### config.mk
export PLATFORM = sky130hd
export DESIGN_NAME = nibble_transfer_instruction_unit
export DESIGN_NICKNAME = d
export VERILOG_FILES = /design/src/logic/rom_fetch_seq.v /design/src/logic/nibble_transfer_instruction_unit.v
export VERILOG_INCLUDE_DIRS = /design/src /design/src/logic
export SDC_FILE = /design/constraint.sdc
export NUM_CORES = 1
export LEC_CHECK = 0
export ABC_AREA = 1
export BUFFER_PORTS_ARGS = -buffer_cell sky130_fd_sc_hd__clkbuf_2
export CAP_MARGIN = 20
export CORE_MARGIN = 1.5
export CORE_UTILIZATION = 25
export CTS_CLUSTER_DIAMETER = 200
export DETAILED_ROUTE_END_ITERATION = 8
export PLACE_DENSITY = 0.48
export SLEW_MARGIN = 20
export SYNTH_ARGS = -nofsm -noshare
export SYNTH_HDL_FRONTEND = slang
export SYNTH_SLANG_ARGS = --single-unit
### constraint.sdc
create_clock -name ref_clk -period 1.9 [get_ports ref_clk]
set_input_delay 0.095 -clock ref_clk [delete_from_list [all_inputs] [get_ports ref_clk]]
set_output_delay 0.095 -clock ref_clk [all_outputs]
set_load 0.02 [all_outputs]
### src/logic/nibble_unit_map.vh
// Register offsets, field positions, opcodes and reset values of the instruction unit
`ifndef NIBBLE_UNIT_MAP_VH
`define NIBBLE_UNIT_MAP_VH

// Register port offsets (word index)
`define OFS_INSTR        4'h0
`define OFS_AB           4'h1
`define OFS_XYD          4'h2
`define OFS_E            4'h3
`define OFS_TCTRL        4'h4
`define OFS_PULL         4'h5
`define OFS_FLAGS        4'h6

// Status word bit positions at OFS_INSTR
`define STAT_BUSY_BIT    1
`define STAT_SKIP_BIT    0

// Flags word bit positions at OFS_FLAGS
`define FLG_WDF_BIT      2
`define FLG_TOP_BIT      1
`define FLG_CARRY_BIT    0

// Single-code opcodes
`define OP_COPY_B_TO_A   9'h01E
`define OP_COPY_A_TO_B   9'h00E
`define OP_COPY_Y_TO_A   9'h01F
`define OP_COPY_A_TO_Y   9'h00C
`define OP_WRITE_E       9'h01A
`define OP_READ_E        9'h02A
`define OP_PAGE_SEL      9'h029
`define OP_READ_T1       9'h057
`define OP_READ_T2       9'h050
`define OP_RELOAD_T2     9'h053
`define OP_GATE_SEL      9'h058
`define OP_PULL_FIRST    9'h02D
`define OP_PULL_SECOND   9'h08E
`define OP_T1_CTRL       9'h05B
`define OP_T2_CTRL       9'h05A
`define OP_TOP_BIT_SET   9'h082
`define OP_WDT_CLEAR     9'h00F
`define OP_GATE_OP       9'h041

// Opcode families, upper seven bits (low two bits are j)
`define GRP_LOAD_RAM     7'h19
`define GRP_SWAP         7'h18
`define GRP_SWAP_DOWN    7'h1B
`define GRP_SWAP_UP      7'h1A
// Table fetch, upper five bits (low four bits are the page)
`define GRP_TABLE        5'h09

// Gate function codes
`define GATE_XOR         2'h0
`define GATE_OR          2'h1
`define GATE_AND         2'h2

// Reset values and timing
`define RST_NIBBLE       4'h0
`define RST_BYTE         8'h00
`define Y_WRAP_DOWN      4'hF
`define Y_WRAP_UP        4'h0
`define FETCH_CYCLES     2'h3

`endif

### src/logic/rom_fetch_seq.v
// Three-cycle ROM table fetch sequencer with stack push and pop
`include "nibble_unit_map.vh"

module rom_fetch_seq (
  // clock and reset
  input  wire        ref_clk,
  input  wire        reset,
  // request
  input  wire        start,
  input  wire [10:0] fetch_addr,
  // ROM port, data valid in the cycle after rom_rd
  output reg  [10:0] rom_addr,
  output reg         rom_rd,
  input  wire [8:0]  rom_rdata,
  // stack
  output reg         stack_push,
  output reg         stack_pop,
  // result
  output reg         done,
  output reg  [8:0]  word
);

  reg [1:0] cnt_reg;

  always @(posedge ref_clk) begin
    if (reset) begin
      cnt_reg    <= 2'h0;
      rom_addr   <= 11'h000;
      rom_rd     <= 1'b0;
      stack_push <= 1'b0;
      stack_pop  <= 1'b0;
      done       <= 1'b0;
      word       <= 9'h000;
    end else begin
      rom_rd     <= 1'b0;
      stack_push <= 1'b0;
      stack_pop  <= 1'b0;
      done       <= 1'b0;
      if (start && cnt_reg == 2'h0) begin
        // The return address goes to the stack while the table word is read
        cnt_reg    <= `FETCH_CYCLES;
        rom_addr   <= fetch_addr;
        rom_rd     <= 1'b1;
        stack_push <= 1'b1;
      end else if (cnt_reg != 2'h0) begin
        cnt_reg <= cnt_reg - 2'h1;
        if (cnt_reg == 2'h2) begin
          word      <= rom_rdata;
          done      <= 1'b1;
          stack_pop <= 1'b1;
        end
      end
    end
  end

endmodule // rom_fetch_seq

### src/logic/nibble_transfer_instruction_unit.v
// Transfer, table fetch, control write and RAM exchange instruction unit
//
// Our own choices: the strobed register port and the address map.
`include "nibble_unit_map.vh"

// Overview of operation
// - Timer-two reload copies low reload register into timer 2, upper and lower nibbles.
// - Copy-upper-to-working puts B into A in one cycle, carry unchanged.
// - Read-timer loads timer count: upper nibble into B, lower nibble into A.
// - Read-operand-pair copies E bits 7..4 into B and bits 3..0 into A.
// - Table fetch takes three cycles, reads ROM at page, D, A into B and A.
// - With top-bit enable set, table fetch also loads ROM bit 8 into carry.
// - Load-from-RAM puts addressed nibble into A, then X becomes X xor j.
// - Copy-digit-pointer places Y into A in a single cycle.
// - Copy-working-to-upper places A into B, A and carry unchanged.
// - Load-page-select writes A bits 2..0 into the three-bit D register.
// - Write-operand-pair loads E with B in upper bits, A in lower bits.
// - Set-gate-function copies A bits 1..0 into the gate function select register.
// - Pull-down control instructions copy all of A into first or second register.
// - Set-timer-one-control writes A bits 2..0 into the timer 1 control register.
// - Set-timer-two-control writes all four A bits into timer 2 control.
// - Load-digit-pointer copies A into Y in a single cycle.
// - Enable-ROM-top-bit sets the flag letting table fetch load bit 8 to carry.
// - Watchdog-clear resets the first watchdog flag to zero, unless an expiry lands in the same cycle.
// - Swap exchanges A with addressed RAM nibble, X becomes X xor j, no skip.
// - Swap-step-down also decrements Y and skips next instruction when Y wraps to 15.
// - Swap-step-up also increments Y and skips next instruction when Y wraps to 0.
// - Table fetch occupies one stack level, pushing then restoring the program counter.
// - Gate function select chooses the logic applied between A and E.
module nibble_transfer_instruction_unit (
  // clock and reset
  input  wire        ref_clk,
  input  wire        reset,
  // register port
  input  wire [3:0]  reg_addr,
  input  wire [15:0] reg_wdata,
  input  wire        reg_wr,
  input  wire        reg_rd,
  output reg  [15:0] reg_rdata,
  // timers and watchdog
  input  wire [7:0]  timer_one_count,
  input  wire [7:0]  timer_two_count,
  input  wire [7:0]  timer_two_low_reload,
  input  wire        watchdog_expire,
  output reg         reload_timer_two_low,
  output reg  [7:0]  timer_two_load_value,
  output reg  [2:0]  timer_one_control,
  output reg  [3:0]  timer_two_control,
  // control registers and flags
  output reg  [1:0]  gate_function_select,
  output reg  [3:0]  pulldown_ctrl_first,
  output reg  [3:0]  pulldown_ctrl_second,
  output reg         watchdog_flag_one,
  output reg         rom_top_bit_enable,
  output reg         carry_bit,
  // RAM, read combinational at memory_pointer
  output wire [5:0]  memory_pointer,
  input  wire [3:0]  ram_rdata,
  output reg  [5:0]  ram_waddr,
  output reg  [3:0]  ram_wdata,
  output reg         ram_we,
  // ROM and subroutine stack
  output wire [10:0] rom_addr,
  output wire        rom_rd,
  input  wire [8:0]  rom_rdata,
  output wire        stack_push,
  output wire        stack_pop
);

  // Architectural registers
  reg  [3:0] a_reg;
  reg  [3:0] b_reg;
  reg  [1:0] x_reg;
  reg  [3:0] y_reg;
  reg  [2:0] d_reg;
  reg  [7:0] e_reg;
  reg        skip_reg;
  reg        busy_reg;

  // Next values
  reg  [3:0] a_next;
  reg  [3:0] b_next;
  reg  [1:0] x_next;
  reg  [3:0] y_next;
  reg  [2:0] d_next;
  reg  [7:0] e_next;
  reg        skip_next;
  reg        carry_next;
  reg        top_bit_next;
  reg        wdf_next;
  reg  [1:0] gate_next;
  reg  [3:0] pull_first_next;
  reg  [3:0] pull_second_next;
  reg  [2:0] t1_ctrl_next;
  reg  [3:0] t2_ctrl_next;
  reg        reload_next;
  reg        we_next;
  reg  [3:0] wdata_next;

  wire        issue;
  wire        exec;
  wire [8:0]  op;
  wire [1:0]  j;
  wire        start;
  wire        fetch_done;
  wire [8:0]  fetch_word;
  wire [3:0]  mem_nibble;
  wire [3:0]  y_dec;
  wire [3:0]  y_inc;

  assign op             = reg_wdata[8:0];
  assign j              = op[1:0];
  assign memory_pointer = {x_reg, y_reg};
  assign y_dec          = y_reg - 4'h1;
  assign y_inc          = y_reg + 4'h1;

  // Instructions written while a table fetch runs are dropped
  assign issue = reg_wr && (reg_addr == `OFS_INSTR) && !busy_reg;
  assign exec  = issue && !skip_reg;
  assign start = exec && (op[8:4] == `GRP_TABLE);

  // A write issued one cycle earlier has not reached the RAM yet, so forward it
  assign mem_nibble = (ram_we && ram_waddr == memory_pointer) ? ram_wdata : ram_rdata;

  function [3:0] gate_result;
    input [1:0] sel;
    input [3:0] lhs;
    input [3:0] rhs;
    begin
      if (sel == `GATE_XOR) begin
        gate_result = lhs ^ rhs;
      end else if (sel == `GATE_OR) begin
        gate_result = lhs | rhs;
      end else if (sel == `GATE_AND) begin
        gate_result = lhs & rhs;
      end else begin
        gate_result = lhs;
      end
    end
  endfunction

  always @* begin
    a_next      = a_reg;
    b_next      = b_reg;
    x_next      = x_reg;
    y_next      = y_reg;
    d_next      = d_reg;
    e_next      = e_reg;
    skip_next   = skip_reg;
    carry_next       = carry_bit;
    top_bit_next     = rom_top_bit_enable;
    wdf_next         = watchdog_flag_one;
    gate_next        = gate_function_select;
    pull_first_next  = pulldown_ctrl_first;
    pull_second_next = pulldown_ctrl_second;
    t1_ctrl_next     = timer_one_control;
    t2_ctrl_next     = timer_two_control;
    reload_next = 1'b0;
    we_next     = 1'b0;
    wdata_next  = ram_wdata;
    // A pending skip is used up by the next issued instruction
    if (issue) begin
      skip_next = 1'b0;
    end
    if (exec) begin
      case (op[8:2])
        `GRP_LOAD_RAM: begin
          a_next = mem_nibble;
          x_next = x_reg ^ j;
        end
        `GRP_SWAP, `GRP_SWAP_DOWN, `GRP_SWAP_UP: begin
          a_next     = mem_nibble;
          we_next    = 1'b1;
          wdata_next = a_reg;
          x_next     = x_reg ^ j;
          if (op[8:2] == `GRP_SWAP_DOWN) begin
            y_next    = y_dec;
            skip_next = (y_dec == `Y_WRAP_DOWN);
          end else if (op[8:2] == `GRP_SWAP_UP) begin
            y_next    = y_inc;
            skip_next = (y_inc == `Y_WRAP_UP);
          end
        end
        default: begin
          case (op)
            `OP_COPY_B_TO_A: begin
              a_next = b_reg;
            end
            `OP_COPY_A_TO_B: begin
              b_next = a_reg;
            end
            `OP_COPY_Y_TO_A: begin
              a_next = y_reg;
            end
            `OP_COPY_A_TO_Y: begin
              y_next = a_reg;
            end
            `OP_WRITE_E: begin
              e_next = {b_reg, a_reg};
            end
            `OP_READ_E: begin
              b_next = e_reg[7:4];
              a_next = e_reg[3:0];
            end
            `OP_PAGE_SEL: begin
              d_next = a_reg[2:0];
            end
            `OP_READ_T1: begin
              b_next = timer_one_count[7:4];
              a_next = timer_one_count[3:0];
            end
            `OP_READ_T2: begin
              b_next = timer_two_count[7:4];
              a_next = timer_two_count[3:0];
            end
            `OP_RELOAD_T2: begin
              reload_next = 1'b1;
            end
            `OP_GATE_SEL: begin
              gate_next = a_reg[1:0];
            end
            `OP_PULL_FIRST: begin
              pull_first_next = a_reg;
            end
            `OP_PULL_SECOND: begin
              pull_second_next = a_reg;
            end
            `OP_T1_CTRL: begin
              t1_ctrl_next = a_reg[2:0];
            end
            `OP_T2_CTRL: begin
              t2_ctrl_next = a_reg;
            end
            `OP_TOP_BIT_SET: begin
              top_bit_next = 1'b1;
            end
            `OP_WDT_CLEAR: begin
              wdf_next = 1'b0;
            end
            `OP_GATE_OP: begin
              a_next = gate_result(gate_function_select, a_reg, e_reg[3:0]);
            end
            default: begin
              a_next = a_reg;
            end
          endcase
        end
      endcase
    end
    // Table word lands after the third fetch cycle
    if (fetch_done) begin
      b_next = fetch_word[7:4];
      a_next = fetch_word[3:0];
      if (rom_top_bit_enable) begin
        carry_next = fetch_word[8];
      end
    end
    // The watchdog's own set beats a clear issued in the same cycle
    if (watchdog_expire) begin
      wdf_next = 1'b1;
    end
  end

  always @(posedge ref_clk) begin
    if (reset) begin
      a_reg                <= `RST_NIBBLE;
      b_reg                <= `RST_NIBBLE;
      x_reg                <= 2'h0;
      y_reg                <= `RST_NIBBLE;
      d_reg                <= 3'h0;
      e_reg                <= `RST_BYTE;
      skip_reg             <= 1'b0;
      busy_reg             <= 1'b0;
      carry_bit            <= 1'b0;
      rom_top_bit_enable   <= 1'b0;
      watchdog_flag_one    <= 1'b0;
      gate_function_select <= 2'h0;
      pulldown_ctrl_first  <= `RST_NIBBLE;
      pulldown_ctrl_second <= `RST_NIBBLE;
      timer_one_control    <= 3'h0;
      timer_two_control    <= `RST_NIBBLE;
      reload_timer_two_low <= 1'b0;
      timer_two_load_value <= `RST_BYTE;
      ram_we               <= 1'b0;
      ram_waddr            <= 6'h00;
      ram_wdata            <= `RST_NIBBLE;
    end else begin
      a_reg                <= a_next;
      b_reg                <= b_next;
      x_reg                <= x_next;
      y_reg                <= y_next;
      d_reg                <= d_next;
      e_reg                <= e_next;
      skip_reg             <= skip_next;
      carry_bit            <= carry_next;
      rom_top_bit_enable   <= top_bit_next;
      watchdog_flag_one    <= wdf_next;
      gate_function_select <= gate_next;
      pulldown_ctrl_first  <= pull_first_next;
      pulldown_ctrl_second <= pull_second_next;
      timer_one_control    <= t1_ctrl_next;
      timer_two_control    <= t2_ctrl_next;
      reload_timer_two_low <= reload_next;
      ram_we               <= we_next;
      ram_wdata            <= wdata_next;
      if (start) begin
        busy_reg <= 1'b1;
      end else if (fetch_done) begin
        busy_reg <= 1'b0;
      end
      if (reload_next) begin
        // Upper reload nibble to upper count nibble, lower to lower
        timer_two_load_value[7:4] <= timer_two_low_reload[7:4];
        timer_two_load_value[3:0] <= timer_two_low_reload[3:0];
      end
      // Exchange writes back to the address used before X and Y move
      if (we_next) begin
        ram_waddr <= memory_pointer;
      end
    end
  end

  // Read data stand only in the cycle after the read strobe
  always @(posedge ref_clk) begin
    if (reset) begin
      reg_rdata <= 16'h0000;
    end else if (!reg_rd) begin
      reg_rdata <= 16'h0000;
    end else if (reg_addr == `OFS_INSTR) begin
      reg_rdata <= {14'h0000, busy_reg, skip_reg};
    end else if (reg_addr == `OFS_AB) begin
      reg_rdata <= {8'h00, b_reg, a_reg};
    end else if (reg_addr == `OFS_XYD) begin
      reg_rdata <= {7'h00, d_reg, x_reg, y_reg};
    end else if (reg_addr == `OFS_E) begin
      reg_rdata <= {8'h00, e_reg};
    end else if (reg_addr == `OFS_TCTRL) begin
      reg_rdata <= {7'h00, timer_two_control, timer_one_control, gate_function_select};
    end else if (reg_addr == `OFS_PULL) begin
      reg_rdata <= {8'h00, pulldown_ctrl_second, pulldown_ctrl_first};
    end else if (reg_addr == `OFS_FLAGS) begin
      reg_rdata <= {13'h0000, watchdog_flag_one, rom_top_bit_enable, carry_bit};
    end else begin
      reg_rdata <= 16'h0000;
    end
  end

  rom_fetch_seq u_fetch (
    .ref_clk    (ref_clk),
    .reset      (reset),
    .start      (start),
    .fetch_addr ({op[3:0], d_reg, a_reg}),
    .rom_addr   (rom_addr),
    .rom_rd     (rom_rd),
    .rom_rdata  (rom_rdata),
    .stack_push (stack_push),
    .stack_pop  (stack_pop),
    .done       (fetch_done),
    .word       (fetch_word)
  );

endmodule // nibble_transfer_instruction_unit

==> flow_summary.yaml, run 1 <==
timing:
  fin_ws_ns: 0.166
  period_needed_ns: 1.73
  setup_violations: 0
  fmax_mhz: 577
  finalHoldViolations: 0
  fin_setup_tns_ns: 0
  fin_worst_skew_ns: 0.00448
  timing.final.crit_share: 0.913
  hold_ws_ns: 0.0182
  rsz0062_at_grt: "no"
  slew_violations: 0
global_route:
  grt_pass1_vias: 5165
  grt_max_degree: 50
  overflow: 0
  grt_pass1_wl_um: 29400
  use_met1: 0.243
  grt_busiest_layer: "met2"
  met3_usage: 0.0431
  use_met2: 0.271
  track_usage: 0.177
  grt_antenna_before_repair: 0
min_path:
  holdCritPathClass: "in -> reg"
die:
  rows: 53
  pin_count: 138
  core-area_um2: 21000
  start_util: 0.255
  fp.dieW_um: 149
  dieHeight_um: 149
  dieArea_um2: 22200
clocking:
  cts_setup_buffers: 0
  numCtsBuffers: 9
  cts-htree-levels: 3
  cts_root_buf: "clkbuf_16"
  clock_latency_ns: 0.35
  clk_pin_slew_ns: 0.07
  cts.sinks: 100
  cts_max_path_buffers: 2
  cts_tree: "built"
critical_path:
  cp.arrival_ns: 1.98
  cp-end-kind: "flop"
  critical_path_class: "reg -> reg"
  crit_path_max_incr_delay_ns: 0.39
  cp_slowest_cell: "dfxtp_1"
  cp_cell_sequence: "inv_1 > ha_1 > or2_2 > nand3_1 > nand2_1 > nand2_1 > nand3_1 > nor2_1 > nand2_1 > nand3_1 > a21oi_1"
  cp_max_fo: 8
  start_kind: "flop"
  critPathRequiredTime_ns: 2.15
  path_buf_inv: 1
  cp_top_family: "simple AND/OR/NAND/NOR gates"
finish:
  finish.instance_area_um2: 6760
  largest_reg_flops: 11
  diodes: 0
  drive_gt1_frac: 0.240
  area_growth_pct: 26.7
  regMostFlops: "u_fetch.rom_addr"
  layout_commonest_cell: "nand2_1"
  reg.largest.list: "u_fetch.rom_addr (11), reg_rdata (9), u_fetch.word (9)"
  fin_util: 0.323
  final_cell_mix: "130 x nand2_1, 123 x clkbuf_2, 99 x dfxtp_1, 94 x a21oi_1, 89 x o21ai_0"
  fin_nets: 992
  stdcell_count: 1195
drt:
  wire_per_inst_um: 16.2
  vias: 5473
  routed_via_density: 4.58
  drt_iter0_markers: 367
  ant_nets: 0
  drt_wl_total_um: 19400
  firstDrtPassIters: 7
  drc_errors: 0
run:
  maxCapViolations: 0
synth:
  syn_area_um2: 5330
  synth-compound-area-share: 0.207
  synth.distinct_cells: 40
  ys_seq_area_frac: 0.375
  synth-seq-cells: 100
  syn_inst: 767
  synth_top_family_by_area: "simple AND/OR/NAND/NOR gates"
  synth_xor_area_frac: 0.00328
  synthSimpleGateAreaFrac: 0.281
  synth_fa_ha_area_frac: 0.0328
  syn_avg_cell_area_um2: 6.95
  synth-warning-count: 0
  synthMuxAreaShare: 0
place:
  placed_area_um2: 6430
  pre_cts_ws_ns: 0.0735
  gp_congestion: 0.920
  dp_cells: 1178
  port_buffers: 123
  dp_hpwl_um: 15300
pwr:
  ir_worst_vdd_mv: 0.378
  power.density_nw_per_um2: 716
  power_mw: 4.84
  leakage_nw: 3.08
status:
  status: "complete, no violations"
==> power breakdown <==
part,internal (mW),total (mW),switching (mW)
Combinational,0.213,0.664,0.452
Clock,1.03,1.91,0.882
Sequential,2.21,2.26,0.0562
Total,3.45,4.84,1.39
==> cell usage after synthesis, drive strengths merged <==
master,instances,share of area
inv,99,0.070
buf,13,0.017
ha,14,0.033
nand3,69,0.072
a221oi,2,0.0033
nor3,9,0.0094
nand2,138,0.10
or2,2,0.0023
nand4,3,0.0047
a31oi,1,0.0012
dfxtp,100,0.38
clkbuf,14,0.0099
conb,1,0.00070
a21oi,94,0.088
o22ai,2,0.0023
o21ai,92,0.086
nor4,2,0.0052
o31ai,1,0.0014
a211oi,10,0.014
o211ai,3,0.0042
nor3b,2,0.0028
nor2,85,0.081
clkinv,5,0.0035
xor2,2,0.0033
o2111ai,3,0.0049
a21boi,1,0.0014
==> cell type report <==
cell class / count / area [um2]
fillers: 2337 / 14200
multi-input cells: 542 / 2840
flip-flops and latches: 100 / 2000
repair buffers: 159 / 891
inverters: 104 / 390
well taps: 275 / 344
clock buffers: 9 / 225
clock inverters: 6 / 71.3
==> routing by layer <==
layer | part of all wire | wire length [um]
met5 | 0 | 0
met1 | 0.48 | 9390
met3 | 0.063 | 1230
met4 | 0.021 | 416
met2 | 0.43 | 8360
==> timing repair <==
action / 4_1_cts / 5_1_grt
endpoints found under the hold margin: 2 / 0
gates resized for setup: 0 / 4
hold buffers: 2 / 0
endpoints found under the setup margin: 0 / 9
==> logic make-up (layout without fill, tap and decap cells) <==
logic type,after synthesis,after routing
AND/OR/NAND/NOR,310,310
XOR/XNOR,2,2
flip-flops,100,100
other,1,7
buffers and inverters,131,278
adder cells (fa/ha/maj),14,14
AO/OA/AOI/OAI,209,209
==> worst paths after layout <==
kind,startpoint,to,slack (ns),cells past startpoint
worst max-delay path,gate_function_select[1],a_reg[2],0.17,11
worst max register to register,gate_function_select[1],a_reg[2],0.17,11
worst min register to register,timer_two_load_value[2],timer_two_load_value[2],0.45,2
worst min-delay path,rom_rdata[3],u_fetch.word[3],0.02,3
==> worst reg2reg max path, cell delays in order (launching register included) <==
cell     delay [ns]
dfxtp_1        0.39
inv_1          0.08
ha_1           0.30
or2_2          0.31
nand3_1        0.07
nand2_1        0.05
nand2_1        0.06
nand3_1        0.06
nor2_1         0.09
nand2_1        0.05
nand3_1        0.09
a21oi_1        0.07
No activity file was read; power rests on OpenSTA's default activity.
==> run 2, diff against run 1 <==
--- a/config.mk
+++ b/config.mk
@@ -14,6 +14,7 @@
 export CTS_CLUSTER_DIAMETER = 200
 export DETAILED_ROUTE_END_ITERATION = 8
 export PLACE_DENSITY = 0.48
+export SETUP_SLACK_MARGIN = 0.2
 export SLEW_MARGIN = 20
 export SYNTH_ARGS = -nofsm -noshare
 export SYNTH_HDL_FRONTEND = slang
==> flow_summary.yaml, run 2 (same netlist as run 1, synthesis figures left out) <==
status:
  status: "complete, no violations"
drt:
  drc_errors: 0
  drt_wl_total_um: 19800
  vias: 5556
  wire_per_inst_um: 16.5
  drt_iter0_markers: 303
  firstDrtPassIters: 4
  routed_via_density: 4.62
  ant_nets: 0
global_route:
  grt_max_degree: 34
  track_usage: 0.179
  grt_pass1_vias: 5147
  overflow: 0
  grt_pass1_wl_um: 29600
  grt_antenna_before_repair: 0
finish:
  area_growth_pct: 29.1
  regMostFlops: "u_fetch.rom_addr"
  fillers: 2353
  diodes: 0
  fin_util: 0.329
  regArea_um2: 2010
  multi_input_area_um2: 2890
  layout_commonest_cell: "nand2_1"
  reg.largest.list: "u_fetch.rom_addr (11), reg_rdata (9), u_fetch.word (9)"
  finish.instance_area_um2: 6890
  largest_reg_flops: 11
  final_cell_mix: "129 x nand2_1, 123 x clkbuf_2, 93 x a21oi_1, 93 x dfxtp_1, 86 x inv_1"
  drive_gt1_frac: 0.258
  fin_nets: 998
critical_path:
  crit_path_max_incr_delay_ns: 0.37
  cp_slowest_cell: "dfxtp_2"
  setup.worst_path.start: "busy_reg"
  critPathRequiredTime_ns: 2.20
  start_kind: "flop"
  cp.arrival_ns: 1.91
  critical_path_class: "reg -> reg"
  r2r_cells: 6
  cp-end-kind: "flop"
  rrSetupSlack_ns: 0.29
  cp_cell_sequence: "nor4_4 > buf_4 > nand2_2 > nor2_1 > o21ai_0 > a21oi_1"
  r2r-end: "gate_function_select[1]"
  cp_max_fo: 4
  r2r_start: "busy_reg"
timing:
  period_needed_ns: 1.61
  fmax_mhz: 620
  fin_ws_ns: 0.286
  finalHoldViolations: 0
  slew_violations: 0
  fin_worst_skew_ns: 0.00516
  setup_violations: 0
  fin_setup_tns_ns: 0
  timing.final.crit_share: 0.849
  rsz0062_at_grt: "yes"
clocking:
  cts_tree: "built"
  cts.sinks: 100
  cts_root_buf: "clkbuf_16"
  cts_max_path_buffers: 2
  numCtsBuffers: 9
  cts-htree-levels: 3
  clk_pin_slew_ns: 0.08
  clock_latency_ns: 0.36
run:
  maxCapViolations: 0
min_path:
  whs_path_depth: 3
  min_from: "timer_two_low_reload[2]"
  min_to: "timer_two_load_value[2]"
  holdCritPathClass: "in -> reg"
die:
  pin_count: 138
  dieArea_um2: 22200
  fp.dieW_um: 149
  dieHeight_um: 149
  rows: 53
  start_util: 0.255
  core-area_um2: 21000
place:
  dp_hpwl_um: 15500
  port_buffers: 123
  placed_area_um2: 6460
  gp_congestion: 0.917
  pre_cts_ws_ns: 0.0953
pwr:
  ir_worst_vdd_mv: 0.381
  leakage_nw: 3.13
  power.density_nw_per_um2: 694
## run 2: cell types whose count changed in the layout (fill, tap and decap cells not counted), moves of 3 or more
cell | before | now
dfxtp_2 | 1 | 6
o21ai_1 | 3 | 8
nor2_2 | 7 | 4
o21ai_0 | 89 | 84
nor2_4 | 9 | 12
dfxtp_1 | 99 | 93
buf_4 | 34 | 37
## run 2: repair_timing
item,CTS,global route
buffers inserted,0,4
setup endpoints to repair,5,27
endpoints found under the hold margin,3,0
hold buffers,3,0
gates resized for setup,4,21
pin swaps,0,6
## run 2: metrics by stage
stage               hold WS, ns  cells  power, mW
CTS                    0.000640   1198       4.81
global route             0.0281   1202       4.99
finish                  0.00147   1202       4.78
floorplan                 0.229    773       2.72
detailed placement        0.328   1179       2.97
global placement          0.323   1179       2.97
## run 2: how the worst max path moves through the flow
stage                                         end  slack [ns]  cells past startpoint
after floorplan                          a_reg[2]        0.27                      9
after global placement    timer_two_load_value[6]        0.14                      9
after detailed placement  timer_two_load_value[6]         0.1                      9
after CTS                                a_reg[1]        0.21                     11
after global routing                     a_reg[1]        0.18                     11
final                     gate_function_select[1]        0.29                      6
## run 2: metal layers
layer  track usage  part of all wire  vias up
li1              -                 -     2841
met1         0.248              0.48     2530
met2         0.276              0.44      158
met3        0.0306             0.052       27
met4        0.0728             0.026        0
met5             0                 0        -
## run 2: power by group
part	internal [mW]	total [mW]	switching, mW
Sequential	2.20	2.26	0.0571
Combinational	0.216	0.673	0.457
Clock	0.918	1.85	0.929
## run 2: critical path: cells and delay by family, from the launching register on
family / cells / cell delay [ns]
flip-flops: 1 / 0.37
AND/OR/NAND/NOR: 3 / 0.71
AO/OA/AOI/OAI: 2 / 0.28
buffers and inverters: 1 / 0.19
## run 2: cell type report
class | instances | share of cell area
well taps | 275 | 0.0500
clock buffers | 10 | 0.0332
flip-flops and latches | 100 | 0.292
multi-input cells | 542 | 0.419
clock inverters | 6 | 0.00872
inverters | 104 | 0.0567
repair buffers | 165 | 0.140
